--- config.mk ---
export PLATFORM = sky130hd
export DESIGN_NAME = rtf_reset_seq
export DESIGN_NICKNAME = d
export VERILOG_FILES = /design/src/pkg/rtf_pkg.sv /design/src/rtf_reset_seq.sv
export SDC_FILE = /design/constraint.sdc
export NUM_CORES = 1
export LEC_CHECK = 0
export BUFFER_PORTS_ARGS = -buffer_cell sky130_fd_sc_hd__buf_2
export CAP_MARGIN = 25
export CORE_UTILIZATION = 45
export DETAILED_ROUTE_END_ITERATION = 12
export GPL_TIMING_DRIVEN = 0
export PLACE_DENSITY = 0.8
export SYNTH_ARGS = -nofsm -noshare
export SYNTH_HDL_FRONTEND = slang
export SYNTH_SLANG_ARGS = --single-unit
--- constraint.sdc ---
create_clock -name sys_clk -period 2.4 [get_ports sys_clk]
set_input_delay 0.36 -clock sys_clk [delete_from_list [all_inputs] [get_ports sys_clk]]
set_output_delay 0.36 -clock sys_clk [all_outputs]
set_load 0.01 [all_outputs]
--- src/pkg/rtf_pkg.sv ---
// Constants for the reset sequencer and its cause-flag registers.
// Assumes a 100 MHz system clock and an AXI4-Lite register bus.
`default_nettype none
package rtf_pkg;
    // ****************************************
    // Register byte addresses
    // ****************************************
    localparam logic [7:0] ADDR_CAUSE = 8'h00;
    localparam logic [7:0] ADDR_STACK = 8'h04;
    localparam logic [7:0] ADDR_CFG2L = 8'h08;
    localparam logic [7:0] ADDR_CFG2H = 8'h0C;
    localparam logic [7:0] ADDR_CFG3H = 8'h10;
    localparam logic [7:0] ADDR_CFG4L = 8'h14;
    localparam logic [7:0] ADDR_EVENT = 8'h18;
    localparam logic [7:0] ADDR_PC = 8'h1C;
    localparam logic [7:0] ADDR_SEQ = 8'h20;
    // ****************************************
    // Field positions
    // ****************************************
    localparam int CAUSE_IRQPRI = 7;
    localparam int CAUSE_SBOR = 6;
    localparam int CAUSE_RSTI = 4;
    localparam int CAUSE_TMO = 3;
    localparam int CAUSE_PDN = 2;
    localparam int CAUSE_POR = 1;
    localparam int CAUSE_BRN = 0;
    localparam int STK_FULL = 7;
    localparam int STK_UNF = 6;
    localparam int CFG2L_PUT_DIS = 0;
    localparam int CFG4L_STOVR = 0;
    // Event register bits (write one to trigger)
    localparam int EV_POR = 0;
    localparam int EV_BRN = 1;
    localparam int EV_RSTI = 2;
    localparam int EV_WDG = 3;
    localparam int EV_SFULL = 4;
    localparam int EV_SUNF = 5;
    localparam int EV_IRQW = 6;
    localparam int EV_PMEXIT = 7;
    // ****************************************
    // Masks and reset values
    // ****************************************
    localparam logic [7:0] CAUSE_MASK = 8'hDF;
    localparam logic [7:0] STK_MASK = 8'hDF;
    localparam logic [7:0] CFG2L_MASK = 8'h1F;
    localparam logic [7:0] CFG2H_MASK = 8'h3F;
    localparam logic [7:0] CFG3H_MASK = 8'hBF;
    localparam logic [7:0] CFG4L_MASK = 8'hC5;
    localparam logic [7:0] CFG2L_RST = 8'h1F;
    localparam logic [7:0] CFG2H_RST = 8'h3F;
    localparam logic [7:0] CFG3H_RST = 8'hBF;
    localparam logic [7:0] CFG4L_RST = 8'h85;
    localparam logic [1:0] BRN_SW = 2'b01;
    localparam logic [20:0] PC_RESET = 21'h00_0000;
    localparam logic [20:0] VEC_HIGH = 21'h00_0008;
    localparam logic [20:0] VEC_LOW = 21'h00_0018;
    localparam logic [20:0] PC_STEP = 21'h00_0002;
    // ****************************************
    // Oscillator modes and run modes
    // ****************************************
    localparam logic [2:0] OSC_XLO = 3'h0;
    localparam logic [2:0] OSC_XMD = 3'h1;
    localparam logic [2:0] OSC_XHI = 3'h2;
    localparam logic [2:0] OSC_XMUL = 3'h3;
    localparam logic [2:0] OSC_EXT = 3'h4;
    localparam logic [2:0] OSC_RCO = 3'h5;
    localparam logic [2:0] OSC_INT = 3'h6;
    localparam logic [1:0] RUN_FULL = 2'h0;
    localparam logic [1:0] RUN_PM = 2'h1;
    localparam logic [1:0] RUN_IDLE = 2'h2;
    // ****************************************
    // Timing
    // ****************************************
    localparam int CLK_MHZ = 100;
    localparam int START_CYC = 1024;
    localparam int LOCK_US = 2000;
    localparam int LOCK_CYC = LOCK_US * CLK_MHZ;
    localparam int PUT_US = 65500;
    localparam int PUT_CYC = PUT_US * CLK_MHZ;
    localparam int CNT_W = 24;
    typedef enum logic [2:0] {
        RTF_IDLE, RTF_PUT, RTF_START, RTF_LOCK, RTF_HOLD, RTF_RUN
    } rtf_state_e;
endpackage
`default_nettype wire

--- src/rtf_reset_seq.sv ---
// Reset release sequencer with reset-cause and stack status flags.
// Assumes AXI4-Lite master on sys_clk, pins from outside the domain.
// Behaviour
// - After power-up timer, hold reset 1024 more oscillator input cycles.
// - Start-up count only in crystal modes, on power-on or oscillator-stop exit.
// - With multiplier enabled, wait 2 ms lock after start-up count.
// - Power-up timer starts after power-on pulse; start-up count follows it.
// - Resistor-capacitor mode without power-up timer: release when pulse ends.
// - Time-outs run regardless of reset pin; release instantly after pin rises.
// - Power-up timer 65.5 ms only on power-up when its disable bit clear.
// - Multiplier mode: start-up count plus lock wait on power-up and exit.
// - Some registers untouched by any reset; unknown after power-on.
// - Watchdog wake-up resumes operation, registers mostly unchanged.
// - Power-on, brown-out and reset-instruction flag updates and pc zero.
// - Pin reset in managed run sets timeout; idle/sleep also clears powerdown.
// - Watchdog in run: pc zero, clear timeout flag only.
// - Pin reset in full power: pc zero, flags unchanged.
// - Stack-full reset with option set: set full flag, pc zero.
// - Underflow sets flag, pc zero; real reset only with option set.
// - Watchdog in idle/sleep: pc plus two, clear timeout and powerdown.
// - Interrupt wake clears powerdown; pc plus two or interrupt vector.
// - Software brown-out enable: set by power-on if field is 01, else 0.
// - Unimplemented register bits read as zero.
// - Power-on flag cleared only by power-on; software sets it back.
// - Clear disable bit to enable power-up timer; reset held meanwhile.
//
// Our own choices: the register offsets and register access over AXI4-Lite.
`default_nettype none
module rtf_reset_seq
    import rtf_pkg::*;
#(
    parameter int PUT_COUNT = PUT_CYC,
    parameter int LOCK_COUNT = LOCK_CYC
) (
    input wire logic sys_clk,
    input wire logic srst,
    input wire logic power_on_pulse,
    input wire logic external_reset_pin_n,
    input wire logic osc_in,
    input wire logic [2:0] osc_mode,
    input wire logic [1:0] run_mode,
    input wire logic global_irq_enable_high,
    input wire logic global_irq_enable_low,
    input wire logic [20:0] pc_current,
    input wire logic [7:0] s_axi_awaddr,
    input wire logic s_axi_awvalid,
    output logic s_axi_awready,
    input wire logic [31:0] s_axi_wdata,
    input wire logic [3:0] s_axi_wstrb,
    input wire logic s_axi_wvalid,
    output logic s_axi_wready,
    output logic [1:0] s_axi_bresp,
    output logic s_axi_bvalid,
    input wire logic s_axi_bready,
    input wire logic [7:0] s_axi_araddr,
    input wire logic s_axi_arvalid,
    output logic s_axi_arready,
    output logic [31:0] s_axi_rdata,
    output logic [1:0] s_axi_rresp,
    output logic s_axi_rvalid,
    input wire logic s_axi_rready,
    output logic core_reset,
    output logic [20:0] pc_load,
    output logic pc_load_valid
);
    // ****************************************
    // Pin synchronisers
    // ****************************************
    logic [2:0] por_sy_reg, pin_sy_reg, osc_sy_reg;
    logic por_reg, pin_reg, osc_reg;
    always_ff @(posedge sys_clk) begin
        if (srst) begin
            por_sy_reg <= 3'h7;
            pin_sy_reg <= 3'h0;
            osc_sy_reg <= 3'h0;
        end else begin
            por_sy_reg <= {por_sy_reg[1:0], power_on_pulse};
            pin_sy_reg <= {pin_sy_reg[1:0], external_reset_pin_n};
            osc_sy_reg <= {osc_sy_reg[1:0], osc_in};
        end
    end
    always_ff @(posedge sys_clk) begin
        if (srst) begin
            por_reg <= 1'b1;
            pin_reg <= 1'b0;
            osc_reg <= 1'b0;
        end else begin
            if (por_sy_reg[2] == por_sy_reg[1]) por_reg <= por_sy_reg[2];
            if (pin_sy_reg[2] == pin_sy_reg[1]) pin_reg <= pin_sy_reg[2];
            if (osc_sy_reg[2] == osc_sy_reg[1]) osc_reg <= osc_sy_reg[2];
        end
    end
    logic osc_prev_reg;
    logic osc_rise;
    always_ff @(posedge sys_clk) begin
        if (srst) osc_prev_reg <= 1'b0;
        else osc_prev_reg <= osc_reg;
    end
    assign osc_rise = osc_reg & ~osc_prev_reg;
    // ****************************************
    // Registers
    // ****************************************
    logic [7:0] cause_reg, stack_reg, cfg2l_reg, cfg2h_reg;
    logic [7:0] cfg3h_reg, cfg4l_reg;
    logic [7:0] ev_pulse;
    logic wr_fire, rd_fire;
    logic [7:0] aw_reg;
    logic [31:0] wd_reg;
    logic [3:0] ws_reg;
    logic aw_have_reg, w_have_reg;
    logic crystal, put_on, is_pll, por_fall;
    logic [CNT_W-1:0] cnt_reg;
    rtf_state_e state_reg;
    logic por_prev_reg;
    logic pm_exit_pend_reg;
    // ****************************************
    // Write channel
    // ****************************************
    assign s_axi_awready = ~aw_have_reg & ~s_axi_bvalid;
    assign s_axi_wready = ~w_have_reg & ~s_axi_bvalid;
    assign s_axi_bresp = 2'b00;
    assign wr_fire = aw_have_reg & w_have_reg & ~s_axi_bvalid;
    always_ff @(posedge sys_clk) begin
        if (srst) begin
            aw_have_reg <= 1'b0;
            w_have_reg <= 1'b0;
            aw_reg <= 8'h00;
            wd_reg <= 32'h0000_0000;
            ws_reg <= 4'h0;
            s_axi_bvalid <= 1'b0;
        end else begin
            if (s_axi_awvalid && s_axi_awready) begin
                aw_have_reg <= 1'b1;
                aw_reg <= s_axi_awaddr;
            end
            if (s_axi_wvalid && s_axi_wready) begin
                w_have_reg <= 1'b1;
                wd_reg <= s_axi_wdata;
                ws_reg <= s_axi_wstrb;
            end
            if (wr_fire) begin
                aw_have_reg <= 1'b0;
                w_have_reg <= 1'b0;
                s_axi_bvalid <= 1'b1;
            end else if (s_axi_bready) begin
                s_axi_bvalid <= 1'b0;
            end
        end
    end
    logic wr_lane0;
    assign wr_lane0 = wr_fire & ws_reg[0];
    assign ev_pulse = (wr_lane0 && aw_reg == ADDR_EVENT) ? wd_reg[7:0] : 8'h00;
    // ****************************************
    // Configuration registers, kept over all resets except srst
    // ****************************************
    always_ff @(posedge sys_clk) begin
        if (wr_lane0 && aw_reg == ADDR_CFG2L)
            cfg2l_reg <= wd_reg[7:0] & CFG2L_MASK;
        if (wr_lane0 && aw_reg == ADDR_CFG2H)
            cfg2h_reg <= wd_reg[7:0] & CFG2H_MASK;
        if (wr_lane0 && aw_reg == ADDR_CFG3H)
            cfg3h_reg <= wd_reg[7:0] & CFG3H_MASK;
        if (wr_lane0 && aw_reg == ADDR_CFG4L)
            cfg4l_reg <= wd_reg[7:0] & CFG4L_MASK;
        if (srst) begin
            cfg2l_reg <= CFG2L_RST;
            cfg2h_reg <= CFG2H_RST;
            cfg3h_reg <= CFG3H_RST;
            cfg4l_reg <= CFG4L_RST;
        end
    end
    // ****************************************
    // Cause and stack flags
    // ****************************************
    logic stovr, sbor_avail, idle_run, unf_reset, pin_rst;
    assign stovr = cfg4l_reg[CFG4L_STOVR];
    assign sbor_avail = cfg2l_reg[2:1] == BRN_SW;
    assign idle_run = run_mode == RUN_IDLE;
    assign pin_rst = (state_reg == RTF_RUN) & ~pin_reg;
    always_ff @(posedge sys_clk) begin
        if (wr_lane0 && aw_reg == ADDR_CAUSE)
            cause_reg <= wd_reg[7:0] & CAUSE_MASK &
                {1'b1, sbor_avail, 6'h3F};
        if (wr_lane0 && aw_reg == ADDR_STACK)
            stack_reg <= wd_reg[7:0] & STK_MASK;
        if (ev_pulse[EV_BRN]) begin
            cause_reg[CAUSE_RSTI] <= 1'b1;
            cause_reg[CAUSE_TMO] <= 1'b1;
            cause_reg[CAUSE_PDN] <= 1'b1;
            cause_reg[CAUSE_BRN] <= 1'b0;
        end
        if (ev_pulse[EV_RSTI]) cause_reg[CAUSE_RSTI] <= 1'b0;
        if (pin_rst && run_mode != RUN_FULL) begin
            cause_reg[CAUSE_TMO] <= 1'b1;
            if (idle_run) cause_reg[CAUSE_PDN] <= 1'b0;
        end
        if (ev_pulse[EV_WDG]) begin
            cause_reg[CAUSE_TMO] <= 1'b0;
            if (idle_run) cause_reg[CAUSE_PDN] <= 1'b0;
        end
        if (ev_pulse[EV_IRQW]) cause_reg[CAUSE_PDN] <= 1'b0;
        if (ev_pulse[EV_SFULL] && stovr) stack_reg[STK_FULL] <= 1'b1;
        if (ev_pulse[EV_SUNF]) stack_reg[STK_UNF] <= 1'b1;
        if (srst || por_fall) begin
            cause_reg <= {1'b0, sbor_avail, 1'b0, 3'h7, 2'b00};
            stack_reg[STK_FULL] <= 1'b0;
            stack_reg[STK_UNF] <= 1'b0;
            stack_reg[5:0] <= 6'h00;
        end else if (ev_pulse[EV_POR]) begin
            cause_reg <= {1'b0, sbor_avail, 1'b0, 3'h7, 2'b00};
            stack_reg <= 8'h00;
        end else if (|ev_pulse[5:0] || core_reset) begin
            if (!sbor_avail) cause_reg[CAUSE_SBOR] <= 1'b0;
            stack_reg[4:0] <= 5'h00;
        end
    end
    // ****************************************
    // Program counter load
    // ****************************************
    assign unf_reset = ev_pulse[EV_SUNF] & stovr;
    always_ff @(posedge sys_clk) begin
        if (srst) begin
            pc_load <= PC_RESET;
            pc_load_valid <= 1'b0;
        end else begin
            pc_load_valid <= |ev_pulse[6:0] | por_fall | pin_rst;
            if (ev_pulse[EV_IRQW]) begin
                if (global_irq_enable_high) pc_load <= VEC_HIGH;
                else if (global_irq_enable_low) pc_load <= VEC_LOW;
                else pc_load <= pc_current + PC_STEP;
            end else if (ev_pulse[EV_WDG] && idle_run) begin
                pc_load <= pc_current + PC_STEP;
            end else if (|ev_pulse[5:0] || por_fall || pin_rst) begin
                pc_load <= PC_RESET;
            end
        end
    end
    // ****************************************
    // Time-out sequencer
    // ****************************************
    assign crystal = osc_mode <= OSC_XMUL;
    assign is_pll = osc_mode == OSC_XMUL;
    assign put_on = ~cfg2l_reg[CFG2L_PUT_DIS];
    always_ff @(posedge sys_clk) begin
        if (srst) por_prev_reg <= 1'b1;
        else por_prev_reg <= por_reg;
    end
    assign por_fall = por_prev_reg & ~por_reg;
    always_ff @(posedge sys_clk) begin
        if (srst) pm_exit_pend_reg <= 1'b0;
        else pm_exit_pend_reg <= ev_pulse[EV_PMEXIT] & crystal;
    end
    always_ff @(posedge sys_clk) begin
        if (srst || por_reg) begin
            state_reg <= RTF_IDLE;
            cnt_reg <= '0;
        end else begin
            case (state_reg)
                RTF_IDLE: begin
                    if (por_fall) begin
                        cnt_reg <= '0;
                        if (put_on) state_reg <= RTF_PUT;
                        else if (crystal) state_reg <= RTF_START;
                        else state_reg <= RTF_HOLD;
                    end
                end
                RTF_PUT: begin
                    cnt_reg <= cnt_reg + 1'b1;
                    if (cnt_reg == CNT_W'(PUT_COUNT - 1)) begin
                        cnt_reg <= '0;
                        state_reg <= crystal ? RTF_START : RTF_HOLD;
                    end
                end
                RTF_START: begin
                    if (osc_rise) cnt_reg <= cnt_reg + 1'b1;
                    if (osc_rise && cnt_reg == CNT_W'(START_CYC - 1)) begin
                        cnt_reg <= '0;
                        state_reg <= is_pll ? RTF_LOCK : RTF_HOLD;
                    end
                end
                RTF_LOCK: begin
                    cnt_reg <= cnt_reg + 1'b1;
                    if (cnt_reg == CNT_W'(LOCK_COUNT - 1)) begin
                        cnt_reg <= '0;
                        state_reg <= RTF_HOLD;
                    end
                end
                RTF_HOLD: begin
                    if (pin_reg) state_reg <= RTF_RUN;
                end
                RTF_RUN: begin
                    if (pm_exit_pend_reg) begin
                        cnt_reg <= '0;
                        state_reg <= RTF_START;
                    end else if (!pin_reg || unf_reset ||
                                 (ev_pulse[EV_SFULL] && stovr)) begin
                        state_reg <= RTF_HOLD;
                    end
                end
                default: state_reg <= RTF_IDLE;
            endcase
        end
    end
    assign core_reset = state_reg != RTF_RUN;
    // ****************************************
    // Read channel
    // ****************************************
    logic [31:0] rd_mux;
    logic rd_ok;
    always_comb begin
        rd_mux = 32'h0000_0000;
        rd_ok = 1'b1;
        case (s_axi_araddr)
            ADDR_CAUSE: rd_mux[7:0] = cause_reg;
            ADDR_STACK: rd_mux[7:0] = stack_reg;
            ADDR_CFG2L: rd_mux[7:0] = cfg2l_reg;
            ADDR_CFG2H: rd_mux[7:0] = cfg2h_reg;
            ADDR_CFG3H: rd_mux[7:0] = cfg3h_reg;
            ADDR_CFG4L: rd_mux[7:0] = cfg4l_reg;
            ADDR_EVENT: rd_mux = 32'h0000_0000;
            ADDR_PC: rd_mux[20:0] = pc_load;
            ADDR_SEQ: rd_mux[3:0] = {core_reset, state_reg};
            default: rd_ok = 1'b0;
        endcase
    end
    assign s_axi_arready = ~s_axi_rvalid;
    assign rd_fire = s_axi_arvalid & s_axi_arready;
    always_ff @(posedge sys_clk) begin
        if (srst) begin
            s_axi_rvalid <= 1'b0;
            s_axi_rdata <= 32'h0000_0000;
            s_axi_rresp <= 2'b00;
        end else if (rd_fire) begin
            s_axi_rvalid <= 1'b1;
            s_axi_rdata <= rd_mux;
            s_axi_rresp <= rd_ok ? 2'b00 : 2'b10;
        end else if (s_axi_rready) begin
            s_axi_rvalid <= 1'b0;
        end
    end
endmodule
`default_nettype wire

==> key figures <==
Synthesis
  • Yosys reg bits: 143
  • EDFF count, synth: 0
  • Syn Inst Count: 796
  • Ys async rst share: 0
  • Syn_area_per_cell: 8.596 um^2
  • Ys flop type: dfxtp_1
  • Synth warn: 0
  • Sequential area share after synthesis: 0.4184
  • Mapped Area: 6843 um^2
  • Synth cell types: 71

Run status
  • Status: finished with violations
  • Failing checks: DRC

STA
  • Fmax: 0.4237 GHz
  • Clk_skew: 0.007682 ns
  • Final Max Tran Viols: 0
  • Slew headroom: 0.5147
  • Final min period: 2.360 ns
  • Final setup violation count: 0
  • Hold slack: 0.1179 ns
  • Worst slew pin tran: 0.7279 ns
  • Final period util: 0.9833
  • Final WS setup: 0.04010 ns
  • Final count of hold timing violations: 0

Detailed routing
  • Vias per cell: 5.736
  • DR vias: 6545
  • Iteration-0 DRC Markers: 779
  • TritonRoute pass-1 iters: 9
  • WL/cell: 17.14 um
  • Metal3 WL: 1549 um
  • DRC viols: 8
  • DRT antenna net count: 0
  • Routed Wire Length: 19550 um
  • M1 WL: 8302 um
  • DR WL met2: 9219 um
  • DR top layer: met4

Worst setup path
  • Worst Setup Start Kind: flop
  • Worst path arrival time: 2.65 ns
  • Kind of critical path: reg2reg
  • CP Max Fanout: 10
  • CP required: 2.69 ns
  • Worst Setup SP: aw_reg[5]$_SDFFE_PP0P_
  • CP Capture Type: flop
  • Reg2reg start: aw_reg[5]$_SDFFE_PP0P_

Power
  • PwrDens: 648.3 nW/um^2
  • Pleak: 3.199 nW
  • Peak supply drop: 629.4 uV
  • Total power: 5.439 mW

Die
  • IO Count: 154
  • CORE AREA: 14700 um^2
  • Site Rows: 44
  • Chip height: 125.3 um
  • Starting Density: 0.4655
  • Die Width: 125.3 um
  • Die ar.: 15700 um^2

Clocking
  • Clock Latency Late Sink: 0.42 ns
  • CTS H-tree depth: 4
  • Post-cts hold buffer count: 0
  • CTS Sinks: 143
  • Worst-path clk slew: 0.06 ns
  • Root buffer cell: clkbuf_16
  • Max clock buf depth: 2
  • Total CTS buffers: 17
  • CTS tree: yes

Worst hold path
  • Hold Path Class: in2reg
  • Hold_sp: s_axi_rready

Final layout
  • Max reg flops: 24
  • Most common cell after layout, fill and taps aside: dfxtp_1
  • Area Growth Syn to Fin: 22.60%
  • Post-Layout Cell Count: 1141
  • Fin util: 0.5707
  • Layout cells sized above 1: 0.2218
  • Most frequent cells in the layout: dfxtp_1, buf_2, nor2_1, nand2_1, a21oi_1
  • Fill cell count: 1346
  • Final #Nets: 1035

Place
  • Setup WS pre-CTS: -0.1518 ns
  • GP Congestion: 0.9581
  • Post-placement cell count: 1103
  • Hpwl dp: 13880 um
  • I/O Buffers: 110

Global routing
  • Vias in the first global route: 5961
  • All-Layer GR Usage: 0.2512
  • Global-route wire length before repair: 31060 um
  • Remaining Overflow, GRT: 0
  • Largest net degree at the start of global routing: 17
  • Number of antenna violations at the first check in global routing: 1

Run
  • Total of max-cap violations: 0
## worst paths after layout
path / cells after the start / slack, ns / to
worst max-delay path: 7 / 0.04 / pc_load[8]$_SDFFE_PP0P_
worst min-delay path: 2 / 0.12 / s_axi_rvalid$_SDFFE_PP0P_
worst max register to register: 7 / 0.04 / pc_load[8]$_SDFFE_PP0P_
worst min register to register: 1 / 0.41 / por_sy_reg[1]$_SDFF_PP1_
## cells by family after synthesis
group | share of synthesized area
simple gates | 0.2439
compound gates | 0.1876
flops | 0.4184
buf+inv | 0.06144
xor+xnor | 0.03712
mux | 0.04736
fa+ha+maj | 0.003656
other cells | 0.0005480
## metrics by stage
| stage | TNS [ns] | cell area (um^2) |
|---|---|---|
| 4_1_cts | 0 | 8294 |
| 2_1_floorplan | 0 | 6892 |
| 3_5_place_dp | -0.5238 | 7672 |
| 5_1_grt | -0.05527 | 8387 |
| 6_report | 0 | 8389 |
| 3_3_place_gp | -0.5625 | 7672 |
## area by class of cell
type,count,area [um^2],share of cell area
flip-flops and latches,143,2864,0.3414
plain buffers,56,340.3,0.04057
clock buffers,20,456.7,0.05444
inverters,22,82.58,0.009843
repair buffers,115,588.1,0.07010
multi-input cells,588,3694,0.4403
well taps,184,230.2,0.02744
diodes,1,2.502,0.0002983
clock inverters,12,131.4,0.01566
## where the power goes
group / total, mW / switching, mW / internal (mW)
Sequential: 2.44 / 0.0298 / 2.41
Clock: 2.62 / 1.03 / 1.59
Combinational: 0.385 / 0.232 / 0.154
## worst max-delay path, stage by stage, from the launching register on
cell and delay (ns):
dfxtp_1 0.31, or4b_4 0.59, or4_4 0.56, o22ai_2 0.19
nor2b_2 0.13, buf_6 0.16, a22oi_1 0.23, nor2_1 0.06
## layer usage
layer,vias up,track usage
met5,-,0
met4,0,0.09756
met3,43,0.06675
met2,296,0.3973
met1,3092,0.3269
li1,3114,-
## cells in the mapped netlist (7+ instances only)
cell / n / area (um^2)
o21ai_0: 32 / 160.2
nand3b_1: 9 / 67.56
and3_1: 11 / 68.82
xnor2_1: 18 / 157.7
mux2i_1: 20 / 200.2
nor3_1: 18 / 90.09
nor2_1: 102 / 382.9
nand2b_1: 7 / 43.79
dfxtp_1: 143 / 2863
xor2_1: 11 / 96.34
o211ai_1: 7 / 52.55
nand4_1: 14 / 87.58
nand3_1: 22 / 110.1
nor4_1: 12 / 75.07
a21oi_1: 42 / 210.2
nor2b_1: 20 / 125.1
a22oi_1: 31 / 232.7
nand2_1: 74 / 277.8
a211oi_1: 10 / 75.07
a211o_1: 23 / 201.4
buf_4: 15 / 112.6
clkbuf_1: 28 / 105.1
inv_1: 21 / 78.83
## timing repair
item                                    CTS  global route
endpoints found under the setup margin   10            27
gates resized for setup                   8             8
setup buffers                             0             5
pin swaps                                 0             2
No activity file was read; power rests on OpenSTA's default activity.
